[src/rtc_irq_pkg.sv]
// Constants for the alarm, periodic interrupt and clock output block
package rtc_irq_pkg;

  // ----------------------------------------------------------------
  // Register addresses
  // ----------------------------------------------------------------
  localparam logic [3:0] ADDR_CTRL        = 4'hE;
  localparam logic [3:0] ADDR_STAT        = 4'hF;

  // ----------------------------------------------------------------
  // Field positions
  // ----------------------------------------------------------------
  localparam int         CTRL_WEEK_EN_BIT = 7;
  localparam int         CTRL_DAY_EN_BIT  = 6;
  localparam int         CTRL_CLKEN_B_BIT = 4;
  localparam int         CTRL_PSEL_LSB    = 0;
  localparam int         STAT_HALT_BIT    = 5;
  localparam int         STAT_CLKEN_A_BIT = 3;
  localparam int         STAT_PER_BIT     = 2;
  localparam int         STAT_WEEK_BIT    = 1;
  localparam int         STAT_DAY_BIT     = 0;

  // ----------------------------------------------------------------
  // Reset values
  // ----------------------------------------------------------------
  localparam logic       RST_ENABLE       = 1'b0;
  localparam logic [2:0] RST_PSEL         = 3'h0;
  localparam logic       RST_CLKEN_N      = 1'b0;
  localparam logic       RST_FLAG         = 1'b0;
  localparam logic       RST_HALT         = 1'b1;

  // ----------------------------------------------------------------
  // Period select codes
  // ----------------------------------------------------------------
  localparam logic [2:0] PSEL_OFF         = 3'h0;
  localparam logic [2:0] PSEL_LOW         = 3'h1;
  localparam logic [2:0] PSEL_2HZ         = 3'h2;
  localparam logic [2:0] PSEL_1HZ         = 3'h3;
  localparam logic [2:0] PSEL_SEC         = 3'h4;
  localparam logic [2:0] PSEL_MIN         = 3'h5;
  localparam logic [2:0] PSEL_HOUR        = 3'h6;
  localparam logic [2:0] PSEL_MONTH       = 3'h7;

  // ----------------------------------------------------------------
  // Serial port framing
  // ----------------------------------------------------------------
  localparam logic [3:0] SER_MODE_WRITE   = 4'h0;
  localparam logic [3:0] SER_MODE_READ    = 4'h4;
  localparam logic [4:0] SER_CMD_LAST     = 5'h07;
  localparam logic [4:0] SER_HI_LAST      = 5'h0B;
  localparam logic [4:0] SER_LO_LAST      = 5'h0F;
  localparam logic [4:0] SER_DONE         = 5'h10;

  // ----------------------------------------------------------------
  // Time base
  // ----------------------------------------------------------------
  localparam int         SUB_SEC_W        = 15;
  localparam int         SUB_2HZ_BIT      = 13;
  localparam int         SUB_1HZ_BIT      = 14;
  localparam logic [7:0] BCD_ZERO         = 8'h00;
  localparam logic [7:0] BCD_ONE          = 8'h01;
  localparam logic [2:0] WEEKDAY_LAST     = 3'h6;

endpackage

[src/rtc_irq_clkout.sv]
// Alarm, periodic interrupt and 32 kHz clock output with its serial register port
`timescale 1ns/1ps

module rtc_irq_clkout (
  // Clock and reset
  input  wire logic                                 mclk_in,
  input  wire logic                                 rst_n_in,
  // Serial register port
  input  wire logic                                 ce_in,
  input  wire logic                                 sclk_in,
  input  wire logic                                 sio_in,
  output logic                                      sio_out,
  output logic                                      sio_oe_out,
  // Time base from the counters
  input  wire logic                                 sec_tick_in,
  input  wire logic [rtc_irq_pkg::SUB_SEC_W-1:0]    sub_sec_in,
  input  wire logic [7:0]                           second_in,
  input  wire logic [7:0]                           minute_in,
  input  wire logic [7:0]                           hour_in,
  input  wire logic [7:0]                           day_in,
  input  wire logic [2:0]                           weekday_in,
  // Alarm settings
  input  wire logic [6:0]                           alarm_w_week_in,
  input  wire logic [7:0]                           alarm_w_hour_in,
  input  wire logic [7:0]                           alarm_w_minute_in,
  input  wire logic [7:0]                           alarm_d_hour_in,
  input  wire logic [7:0]                           alarm_d_minute_in,
  // Oscillator supervision
  input  wire logic                                 osc_stop_detect_in,
  // Clock output
  input  wire logic                                 clk32k_in,
  input  wire logic                                 clkout_control_pin_in,
  output logic                                      clkout_pin_out,
  // Open drain interrupt pin
  input  wire logic                                 irq_out_n_in,
  output logic                                      irq_out_n_out,
  output logic                                      irq_oe_out
);
  import rtc_irq_pkg::*;

  // ----------------------------------------------------------------
  // State
  // ----------------------------------------------------------------
  typedef struct packed {
    logic [2:0] ce_s;
    logic [2:0] sclk_s;
    logic [2:0] sio_s;
    logic [2:0] clk32_s;
    logic [2:0] clkctl_s;
    logic [2:0] halt_s;
    logic       ce_f;
    logic       sclk_f;
    logic       sio_f;
    logic       clk32_f;
    logic       clkctl_f;
    logic       halt_f;
    logic [4:0] bit_cnt;
    logic [7:0] shift_in;
    logic [3:0] cmd_addr;
    logic       cmd_read;
    logic [7:0] shift_out;
    logic       sio_drive;
    logic       week_alarm_enable;
    logic       day_alarm_enable;
    logic       clkout_enable_n_b;
    logic [2:0] period_select;
    logic       clkout_enable_n_a;
    logic       periodic_flag;
    logic       week_alarm_flag;
    logic       day_alarm_flag;
    logic       osc_halt_flag;
    logic       week_match_d;
    logic       day_match_d;
    logic       pulse_low_d;
    logic       irq_low;
    logic       clkout;
  } state_t;

  state_t s;
  state_t next_s;

  // ----------------------------------------------------------------
  // Register read view
  // ----------------------------------------------------------------
  function automatic logic [7:0] read_reg(input state_t st, input logic [3:0] addr);
    logic [7:0] v;
    v = 8'h00;
    if (addr == ADDR_CTRL) begin
      v[CTRL_WEEK_EN_BIT]               = st.week_alarm_enable;
      v[CTRL_DAY_EN_BIT]                = st.day_alarm_enable;
      v[CTRL_CLKEN_B_BIT]               = st.clkout_enable_n_b;
      v[CTRL_PSEL_LSB +: 3]             = st.period_select;
    end else if (addr == ADDR_STAT) begin
      v[STAT_HALT_BIT]                  = st.osc_halt_flag;
      v[STAT_CLKEN_A_BIT]               = st.clkout_enable_n_a;
      v[STAT_PER_BIT]                   = st.periodic_flag;
      v[STAT_WEEK_BIT]                  = st.week_alarm_flag;
      v[STAT_DAY_BIT]                   = st.day_alarm_flag;
    end
    return v;
  endfunction

  // ----------------------------------------------------------------
  // Next state
  // ----------------------------------------------------------------
  always_comb begin
    logic       sclk_rise;
    logic       sclk_fall;
    logic [7:0] shifted;
    logic [7:0] cur;
    logic [7:0] wval;
    logic       wr_hi;
    logic       wr_lo;
    logic       week_match;
    logic       day_match;
    logic       level_mode;
    logic       pulse_mode;
    logic       pulse_low;
    logic       level_event;
    logic       halt_rise;
    sclk_rise   = 1'b0;
    sclk_fall   = 1'b0;
    shifted     = 8'h00;
    cur         = 8'h00;
    wval        = 8'h00;
    wr_hi       = 1'b0;
    wr_lo       = 1'b0;
    week_match  = 1'b0;
    day_match   = 1'b0;
    level_mode  = 1'b0;
    pulse_mode  = 1'b0;
    pulse_low   = 1'b0;
    level_event = 1'b0;
    halt_rise   = 1'b0;
    next_s      = s;

    // Pin synchronisers and agreement filters
    next_s.ce_s     = {s.ce_s[1:0], ce_in};
    next_s.sclk_s   = {s.sclk_s[1:0], sclk_in};
    next_s.sio_s    = {s.sio_s[1:0], sio_in};
    next_s.clk32_s  = {s.clk32_s[1:0], clk32k_in};
    next_s.clkctl_s = {s.clkctl_s[1:0], clkout_control_pin_in};
    next_s.halt_s   = {s.halt_s[1:0], osc_stop_detect_in};
    if (s.ce_s[1] == s.ce_s[2]) begin
      next_s.ce_f = s.ce_s[2];
    end
    if (s.sclk_s[1] == s.sclk_s[2]) begin
      next_s.sclk_f = s.sclk_s[2];
    end
    if (s.sio_s[1] == s.sio_s[2]) begin
      next_s.sio_f = s.sio_s[2];
    end
    if (s.clk32_s[1] == s.clk32_s[2]) begin
      next_s.clk32_f = s.clk32_s[2];
    end
    if (s.clkctl_s[1] == s.clkctl_s[2]) begin
      next_s.clkctl_f = s.clkctl_s[2];
    end
    if (s.halt_s[1] == s.halt_s[2]) begin
      next_s.halt_f = s.halt_s[2];
    end
    sclk_rise = next_s.sclk_f & ~s.sclk_f;
    sclk_fall = ~next_s.sclk_f & s.sclk_f;

    // Serial transfer
    if (!s.ce_f) begin
      next_s.bit_cnt   = 5'h00;
      next_s.sio_drive = 1'b0;
      next_s.cmd_read  = 1'b0;
    end else if (sclk_rise && s.bit_cnt != SER_DONE) begin
      shifted          = {s.shift_in[6:0], s.sio_f};
      next_s.shift_in  = shifted;
      next_s.bit_cnt   = s.bit_cnt + 5'h01;
      if (s.bit_cnt == SER_CMD_LAST) begin
        next_s.cmd_addr = shifted[7:4];
        next_s.cmd_read = (shifted[3:0] == SER_MODE_READ);
        if (shifted[3:0] == SER_MODE_READ) begin
          next_s.shift_out = read_reg(s, shifted[7:4]);
          next_s.sio_drive = 1'b1;
        end
      end else if (!s.cmd_read && s.bit_cnt == SER_HI_LAST) begin
        wr_hi = 1'b1;
      end else if (!s.cmd_read && s.bit_cnt == SER_LO_LAST) begin
        wr_lo = 1'b1;
      end
    end else if (sclk_fall && s.sio_drive) begin
      next_s.shift_out = {s.shift_out[6:0], 1'b0};
    end
    if (s.bit_cnt == SER_DONE && sclk_fall) begin
      next_s.sio_drive = 1'b0;
    end

    // Nibble commit
    cur  = read_reg(s, s.cmd_addr);
    wval = wr_hi ? {shifted[3:0], cur[3:0]} : {cur[7:4], shifted[3:0]};
    if ((wr_hi || wr_lo) && s.cmd_addr == ADDR_CTRL) begin
      next_s.week_alarm_enable = wval[CTRL_WEEK_EN_BIT];
      next_s.day_alarm_enable  = wval[CTRL_DAY_EN_BIT];
      next_s.clkout_enable_n_b = wval[CTRL_CLKEN_B_BIT];
      next_s.period_select     = wval[CTRL_PSEL_LSB +: 3];
    end else if ((wr_hi || wr_lo) && s.cmd_addr == ADDR_STAT) begin
      next_s.clkout_enable_n_a = wval[STAT_CLKEN_A_BIT];
      if (wr_hi && !wval[STAT_HALT_BIT]) begin
        next_s.osc_halt_flag = 1'b0;
      end
      if (wr_lo && !wval[STAT_PER_BIT]) begin
        next_s.periodic_flag = 1'b0;
      end
      if (wr_lo && !wval[STAT_WEEK_BIT]) begin
        next_s.week_alarm_flag = 1'b0;
      end
      if (wr_lo && !wval[STAT_DAY_BIT]) begin
        next_s.day_alarm_flag = 1'b0;
      end
    end

    // Alarm comparison
    week_match = s.week_alarm_enable && weekday_in <= WEEKDAY_LAST
                 && alarm_w_week_in[weekday_in]
                 && hour_in == alarm_w_hour_in && minute_in == alarm_w_minute_in;
    day_match  = s.day_alarm_enable && hour_in == alarm_d_hour_in
                 && minute_in == alarm_d_minute_in;
    next_s.week_match_d = week_match;
    next_s.day_match_d  = day_match;
    if (week_match && !s.week_match_d) begin
      next_s.week_alarm_flag = 1'b1;
    end
    if (day_match && !s.day_match_d) begin
      next_s.day_alarm_flag = 1'b1;
    end

    // Periodic source
    level_mode = s.period_select[2];
    pulse_mode = (s.period_select == PSEL_2HZ)
                 || (s.period_select == PSEL_1HZ);
    case (s.period_select)
      PSEL_2HZ:   pulse_low = ~sub_sec_in[SUB_2HZ_BIT];
      PSEL_1HZ:   pulse_low = ~sub_sec_in[SUB_1HZ_BIT];
      PSEL_SEC:   level_event = sec_tick_in;
      PSEL_MIN:   level_event = sec_tick_in && second_in == BCD_ZERO;
      PSEL_HOUR:  level_event = sec_tick_in && second_in == BCD_ZERO
                                && minute_in == BCD_ZERO;
      PSEL_MONTH: level_event = sec_tick_in && second_in == BCD_ZERO
                                && minute_in == BCD_ZERO && hour_in == BCD_ZERO
                                && day_in == BCD_ONE;
      default:    pulse_low = 1'b0;
    endcase
    next_s.pulse_low_d = pulse_low;
    if (level_event || (pulse_low && !s.pulse_low_d)) begin
      next_s.periodic_flag = 1'b1;
    end

    // Oscillation halt capture and clear
    if (next_s.halt_f && !s.ce_f) begin
      next_s.osc_halt_flag = 1'b1;
    end
    halt_rise = next_s.osc_halt_flag && !s.osc_halt_flag;
    if (halt_rise) begin
      next_s.week_alarm_enable = RST_ENABLE;
      next_s.day_alarm_enable  = RST_ENABLE;
      next_s.period_select     = RST_PSEL;
      next_s.clkout_enable_n_a = RST_CLKEN_N;
      next_s.clkout_enable_n_b = RST_CLKEN_N;
      next_s.periodic_flag     = RST_FLAG;
      next_s.week_alarm_flag   = RST_FLAG;
      next_s.day_alarm_flag    = RST_FLAG;
    end

    // Interrupt combine
    next_s.irq_low = next_s.week_alarm_flag || next_s.day_alarm_flag
                     || (level_mode && next_s.periodic_flag)
                     || (s.period_select == PSEL_LOW)
                     || (pulse_mode && pulse_low);
    if (halt_rise) begin
      next_s.irq_low = 1'b0;
    end

    // Clock output gate
    if (next_s.clkctl_f && (!next_s.clkout_enable_n_a || !next_s.clkout_enable_n_b)) begin
      next_s.clkout = s.clk32_f;
    end else begin
      next_s.clkout = 1'b0;
    end
  end

  // ----------------------------------------------------------------
  // State register
  // ----------------------------------------------------------------
  always_ff @(posedge mclk_in or negedge rst_n_in) begin
    if (!rst_n_in) begin
      s                   <= '0;
      s.week_alarm_enable <= RST_ENABLE;
      s.day_alarm_enable  <= RST_ENABLE;
      s.period_select     <= RST_PSEL;
      s.clkout_enable_n_a <= RST_CLKEN_N;
      s.clkout_enable_n_b <= RST_CLKEN_N;
      s.periodic_flag     <= RST_FLAG;
      s.week_alarm_flag   <= RST_FLAG;
      s.day_alarm_flag    <= RST_FLAG;
      s.osc_halt_flag     <= RST_HALT;
    end else begin
      s <= next_s;
    end
  end

  // ----------------------------------------------------------------
  // Outputs
  // ----------------------------------------------------------------
  assign sio_out        = s.shift_out[7];
  assign sio_oe_out     = s.sio_drive;
  assign clkout_pin_out = s.clkout;
  assign irq_out_n_out  = 1'b0;
  assign irq_oe_out     = s.irq_low;

endmodule // rtc_irq_clkout

[config.mk]
export PLATFORM = sky130hd
export DESIGN_NAME = rtc_irq_clkout
export DESIGN_NICKNAME = d
export VERILOG_FILES = /design/src/rtc_irq_pkg.sv /design/src/rtc_irq_clkout.sv
export SDC_FILE = /design/constraint.sdc
export NUM_CORES = 1
export LEC_CHECK = 0
export CORE_MARGIN = 2
export CORE_UTILIZATION = 25
export DETAILED_ROUTE_END_ITERATION = 10
export DONT_BUFFER_PORTS = 1
export SLEW_MARGIN = 5
export SYNTH_ARGS = -nofsm -noshare
export SYNTH_HDL_FRONTEND = slang
export SYNTH_SLANG_ARGS = --single-unit
[constraint.sdc]
create_clock -name mclk_in -period 2.9 [get_ports mclk_in]
set_input_delay 0.58 -clock mclk_in [delete_from_list [all_inputs] [get_ports mclk_in]]
set_output_delay 0.58 -clock mclk_in [all_outputs]
set_load 0.02 [all_outputs]
* After elaboration in Yosys (flattened, before gate mapping)
Cells that the tools add are included. Widths: inputs -> output; s select.
Cells by class: bitwise operators 6, reduce and logical (&&, ||, !) cells 60, multiplexer cells 57, $lt $le $gt $ge 2, equality and inequality tests 36, add/sub/neg operators 1
Operators with widths (number):
- $mux 1 | 35
- $eq 8x8->1 | 4
- $logic_and 1x1->1 | 29
- $logic_not 8->1 | 3
- $mux 8 | 3
- $mux 18 | 1
- $eq 4x4->1 const B | 4
- $mux 4 | 4
- $mux 5 | 3
- $mux 14 | 1
- $eq 3x3->1 const B | 4
- $logic_not 1->1 | 12
- $eq 5x4->1 const B | 2
- $mux 10 | 1
- $mux 9 | 1
- $ne 3x1->1 const B | 3
- $eq 8x1->1 const B | 1
- $logic_or 1x1->1 | 8
- $ne 2x1->1 const B | 4
- $eq 1x1->1 | 6
- $eq 3x2->1 const B | 2
- $mux 3 | 2
- $mux 6 | 1
- $reduce_and 2->1 | 3
- 18 further kinds | 25
Storage, ports and cells: output and inout port bits 5, word-level logic and storage cells 194, bits of input ports 99, bits in registers 67

* Logic depth before layout (Yosys ltp)
word-level depth 20, mapped depth 9, gate-level depth less buffers 9

* Worst setup path before layout
OpenSTA, ideal clock, no wires.
kind register -> register, start register s[38] (netlist bit), end register s[12] (netlist bit), library setup time 0.138 ns, slack 0.758 ns, clock period less this slack 2.142 ns, path buffers 1, arrival 2.004 ns, stages on the path, launching flop included 8, data required time 2.762 ns, cell sequence dfrtp_1 -> ha_1 -> nand2b_4 -> or4b_4 -> buf_6 -> a2111o_1 -> a21oi_1 -> o32ai_1
Between the ends: longest elaborated chain between the ends 15, elaborated cells on any way between the ends 32, those cells by class eq/ne: 4; mux: 18; reduce/logical: 10
Ends and longest elaborated chain:
- from (decl) | RTL line rtc_irq_clkout.sv:79 | state_t s;
- from (signal assigned) | RTL line rtc_irq_clkout.sv:302 | s <= next_s;
- $eq 5x4->1 | RTL line rtc_irq_clkout.sv:181 | end else if (!s.cmd_read && s.bit_cnt == SER_HI_LAST) begin
- $logic_and 1x1->1 | RTL line rtc_irq_clkout.sv:181
- $mux 1 | RTL line rtc_irq_clkout.sv:181
- $mux 1 | RTL line rtc_irq_clkout.sv:174 | if (s.bit_cnt == SER_CMD_LAST) begin
- $mux 1 | RTL line rtc_irq_clkout.sv:170 | end else if (sclk_rise && s.bit_cnt != SER_DONE) begin
- $mux 1 | RTL line rtc_irq_clkout.sv:166 | if (!s.ce_f) begin
- $mux 8 | RTL line rtc_irq_clkout.sv:195 | wval = wr_hi ? {shifted[3:0], cur[3:0]} : {cur[7:4], shifted[3:0]};
- $logic_not 1->1 | RTL line rtc_irq_clkout.sv:203 | if (wr_hi && !wval[STAT_HALT_BIT]) begin
- $logic_and 1x1->1 | RTL line rtc_irq_clkout.sv:203
- $mux 1 | RTL line rtc_irq_clkout.sv:203
- $mux 5 | RTL line rtc_irq_clkout.sv:201 | end else if ((wr_hi || wr_lo) && s.cmd_addr == ADDR_STAT) begin
- $mux 5 | RTL line rtc_irq_clkout.sv:196 | if ((wr_hi || wr_lo) && s.cmd_addr == ADDR_CTRL) begin
- $mux 1 | RTL line rtc_irq_clkout.sv:254 | if (next_s.halt_f && !s.ce_f) begin
- $logic_and 1x1->1 | RTL line rtc_irq_clkout.sv:257 | halt_rise = next_s.osc_halt_flag && !s.osc_halt_flag;
- $mux 10 or $reduce_bool 2->1 (tied branches)
Several ways; a longest one is shown, not always the timed one. The select of a mux whose other input is x is not followed. A chain may end at the register's enable or synchronous reset.

==> out/qor.yml <==
setup_path:
  crit_path_end_kind: "flop"
  startpoint: "s[38]$_DFFE_PN0P_"
  crit_slowest_cell: "dfrtp_1"
  worst_ep_arrival_time_ns: 2.59
  worstSetupStartpointType: "flop"
  worst-endpoint-required_ns: 3.09
  worst-path-buf-inv: 0
  timing.critical_path.max_delay_family: "compound AO/OA/AOI/OAI gates"
  worstSetupPathType: "flop to flop"
  crit_path_cell_chain: "ha_1 -> and3_1 -> ha_1 -> nor2b_1 -> o211ai_1 -> o31ai_1 -> o31ai_1 -> a211oi_1 -> a31oi_1"
  stage_delay_of_the_slowest_cell_on_the_critical_path_ns: 0.41
  reg2reg_from: "s[38]$_DFFE_PN0P_"
  critical_path_peak_fanout: 4
logic_synthesis:
  synth_enable_flop_cells: 0
  syn-cell-area_mm2: 0.00328
  synth_cells: 284
  count_of_state_elements_after_synthesis: 66
  synthFlopType: "dfrtp_1"
  netlist-cell-type-count: 54
  async_flop_share: 1.00
  ys.warnings.count: 0
  synth-seq-area-share: 0.504
  mappedNetlistNets: 386
  syn_area_per_cell_um2: 11.5
pwr:
  leakagePower_nw: 1.53
  power_density_mw_per_mm2: 631
  max-vdd-ir-drop_uv: 233
  report.power.total_w: 0.00241
routing:
  drt_first_iter_violations: 100
  detailedRoute.firstPassIterationCount: 4
  drt_drc_violations_left: 0
  drt_wl_total_um: 7260
  detail_route.wl_per_cell_um: 15.5
  detail-route-antenna-nets: 0
  drt-vias-per-instance: 4.79
  routed-via-count: 2243
sta:
  timing.fmax_ghz: 0.415
  final_max_slew_viol_count: 0
  grt_setup_unrepaired: "false"
  post-route-period-util: 0.830
  tightestPinTransition_ns: 0.634
  tns_ns: 0
  finClkSkew_ns: 0.00485
  final-hold-violation-count: 0
  timing.hold.ws_ns: 0.0940
  setup_viol: 0
  max-slew-margin-rel: 0.571
  layout_min_cycle_time_ns: 2.41
job:
  drv.max_cap_violation_count: 0
cts:
  postCtsResizedCells: 0
  cts_max_path_buffers: 2
  insertion_delay_ns: 0.33
  clock_root_cell: "clkbuf_16"
  numCtsBuffers: 9
  cts_htree_levels: 3
  tritoncts_clock_tree: "yes"
  clkSlewWorstSetupHoldPaths_ns: 0.06
  clkSinkCount: 66
placed_design:
  gp_congestion: 0.803
  numPortBuffers: 0
  numPlacedInstances: 451
  dp_hpwl_um: 5440
global_route:
  grt_max_degree: 66
  global_route.usage.total: 0.107
  vias_in_the_first_global_route: 2367
  grt.overflow.total: 0
  antenna_violations_before_repair: 0
  grt_pass1_wl_um: 11800
floorplanning:
  std_cell_rows: 41
  die_footprint_mm2: 0.0140
  io_pins: 104
  initial_standard_cell_utilization_of_the_core: 0.258
  core-area_mm2: 0.0127
  die_h_um: 119
  horiz_die_dim_um: 119
finish:
  area_growth_pct: 16.6
  n_antenna_cell: 0
  layoutNonFillerInstCount: 468
  drive_gt1_frac: 0.155
  design.final.nets: 393
outcome:
  result_of_the_run: "completed"
worst_hold_path:
  hp-class: "primary input to async pin"
per-stage QoR:
stage	setup WS, ns	util	area (um2)
after detailed placement	0.487	0.273	3480
after global placement	0.460	0.273	3480
final	0.493	0.300	3820
after floorplan	0.758	-	3280
after global routing	0.302	0.300	3820
after CTS	0.525	0.300	3820
routing by layer:
metal / vias up / global-route usage / share of wire
met5: - / 0 / 0
met4: 0 / 0.0402 / 0.014
met3: 8 / 0.0304 / 0.060
met2: 92 / 0.190 / 0.51
met1: 1092 / 0.120 / 0.41
li1: 1051 / - / -
Yosys cell counts, types with 7 or more instances:
| library cell | number | share of area |
|---|---|---|
| nand2_1 | 12 | 0.014 |
| nor2_1 | 11 | 0.013 |
| xor2_1 | 19 | 0.051 |
| mux2_2 | 16 | 0.055 |
| nand4_1 | 8 | 0.015 |
| inv_1 | 8 | 0.0092 |
| mux2i_1 | 10 | 0.031 |
| nand3_1 | 9 | 0.014 |
| nor4_1 | 12 | 0.023 |
| o31ai_1 | 7 | 0.016 |
| dfrtp_1 | 65 | 0.50 |
| xnor2_1 | 17 | 0.045 |
final cells by class:
class,instances,area [um2]
inverter,8,30.0
clock inverter,7,93.8
sequential,66,1650
timing repair buffer,7,72.6
clock buffer,9,225
multi-input combinational,199,1530
fill,1312,8900
tap,172,215
layout by cell type (no fill, tap or decap), drive strengths merged, types with 6 or more instances in the layout:
| cell type | Yosys | final |
|---|---|---|
| dfrtp | 65 | 65 |
| nand2 | 12 | 12 |
| xnor2 | 17 | 17 |
| mux2 | 16 | 16 |
| maj3 | 6 | 6 |
| clkbuf | 4 | 9 |
| nand4 | 8 | 8 |
| inv | 8 | 8 |
| xor2 | 19 | 19 |
| o31ai | 7 | 7 |
| mux2i | 10 | 10 |
| a22o | 6 | 6 |
| nor2 | 11 | 11 |
| nand3 | 10 | 10 |
| nor4 | 13 | 13 |
| buf | 7 | 7 |
| a21oi | 6 | 6 |
final timing paths:
| check | to | slack, ns | cells past startpoint |
|---|---|---|---|
| max | irq_oe_out$_DFF_PN0_ | 0.49 | 9 |
| min | s[5]$_DFF_PN1_ | 0.09 | 0 |
| max reg2reg | irq_oe_out$_DFF_PN0_ | 0.49 | 9 |
| min reg2reg | next_s[63]$_DFF_PN0_ | 0.34 | 0 |
| max in group asynchronous | s[27]$_DFFE_PN0P_ | 2.49 | 1 |
| min in group mclk_in | next_s[56]$_DFF_PN0_ | 0.28 | 0 |
timing repair:
| item | 4_1_cts | 5_1_grt |
|---|---|---|
| hold buffers | 1 | 0 |
| endpoints found under the hold margin | 65 | 0 |
| setup buffers | 0 | 0 |
power by group:
group | total [W] | internal [W] | leakage, nW | switching [W]
clock network | 0.00114 | 0.000750 | 0.151 | 0.000395
registers | 0.00107 | 0.000994 | 0.850 | 0.0000794
logic | 0.000195 | 0.0000989 | 0.530 | 0.0000965
sequential cells by signal (all words and copies together) (netlist names):
name            flops
sio_oe_out          1
s                  50
clkout_pin_out      1
sio_out             1
next_s             12
irq_oe_out          1
kinds of logic (layout without fill, tap and decap cells):
| group | Yosys count | in the layout | synth area share |
|---|---|---|---|
| and+or+nand+nor | 85 | 85 | 0.157 |
| DFF | 66 | 66 | 0.504 |
| AOI/OAI and AO/OA | 42 | 42 | 0.0977 |
| xor gates and xnor gates | 36 | 36 | 0.0961 |
| muxes | 26 | 26 | 0.0855 |
| buffers and inverters | 19 | 31 | 0.0286 |
| adders and majority gates | 9 | 9 | 0.0298 |
| other | 1 | 1 | 0.00114 |
Power figures use the tool's default switching activity.
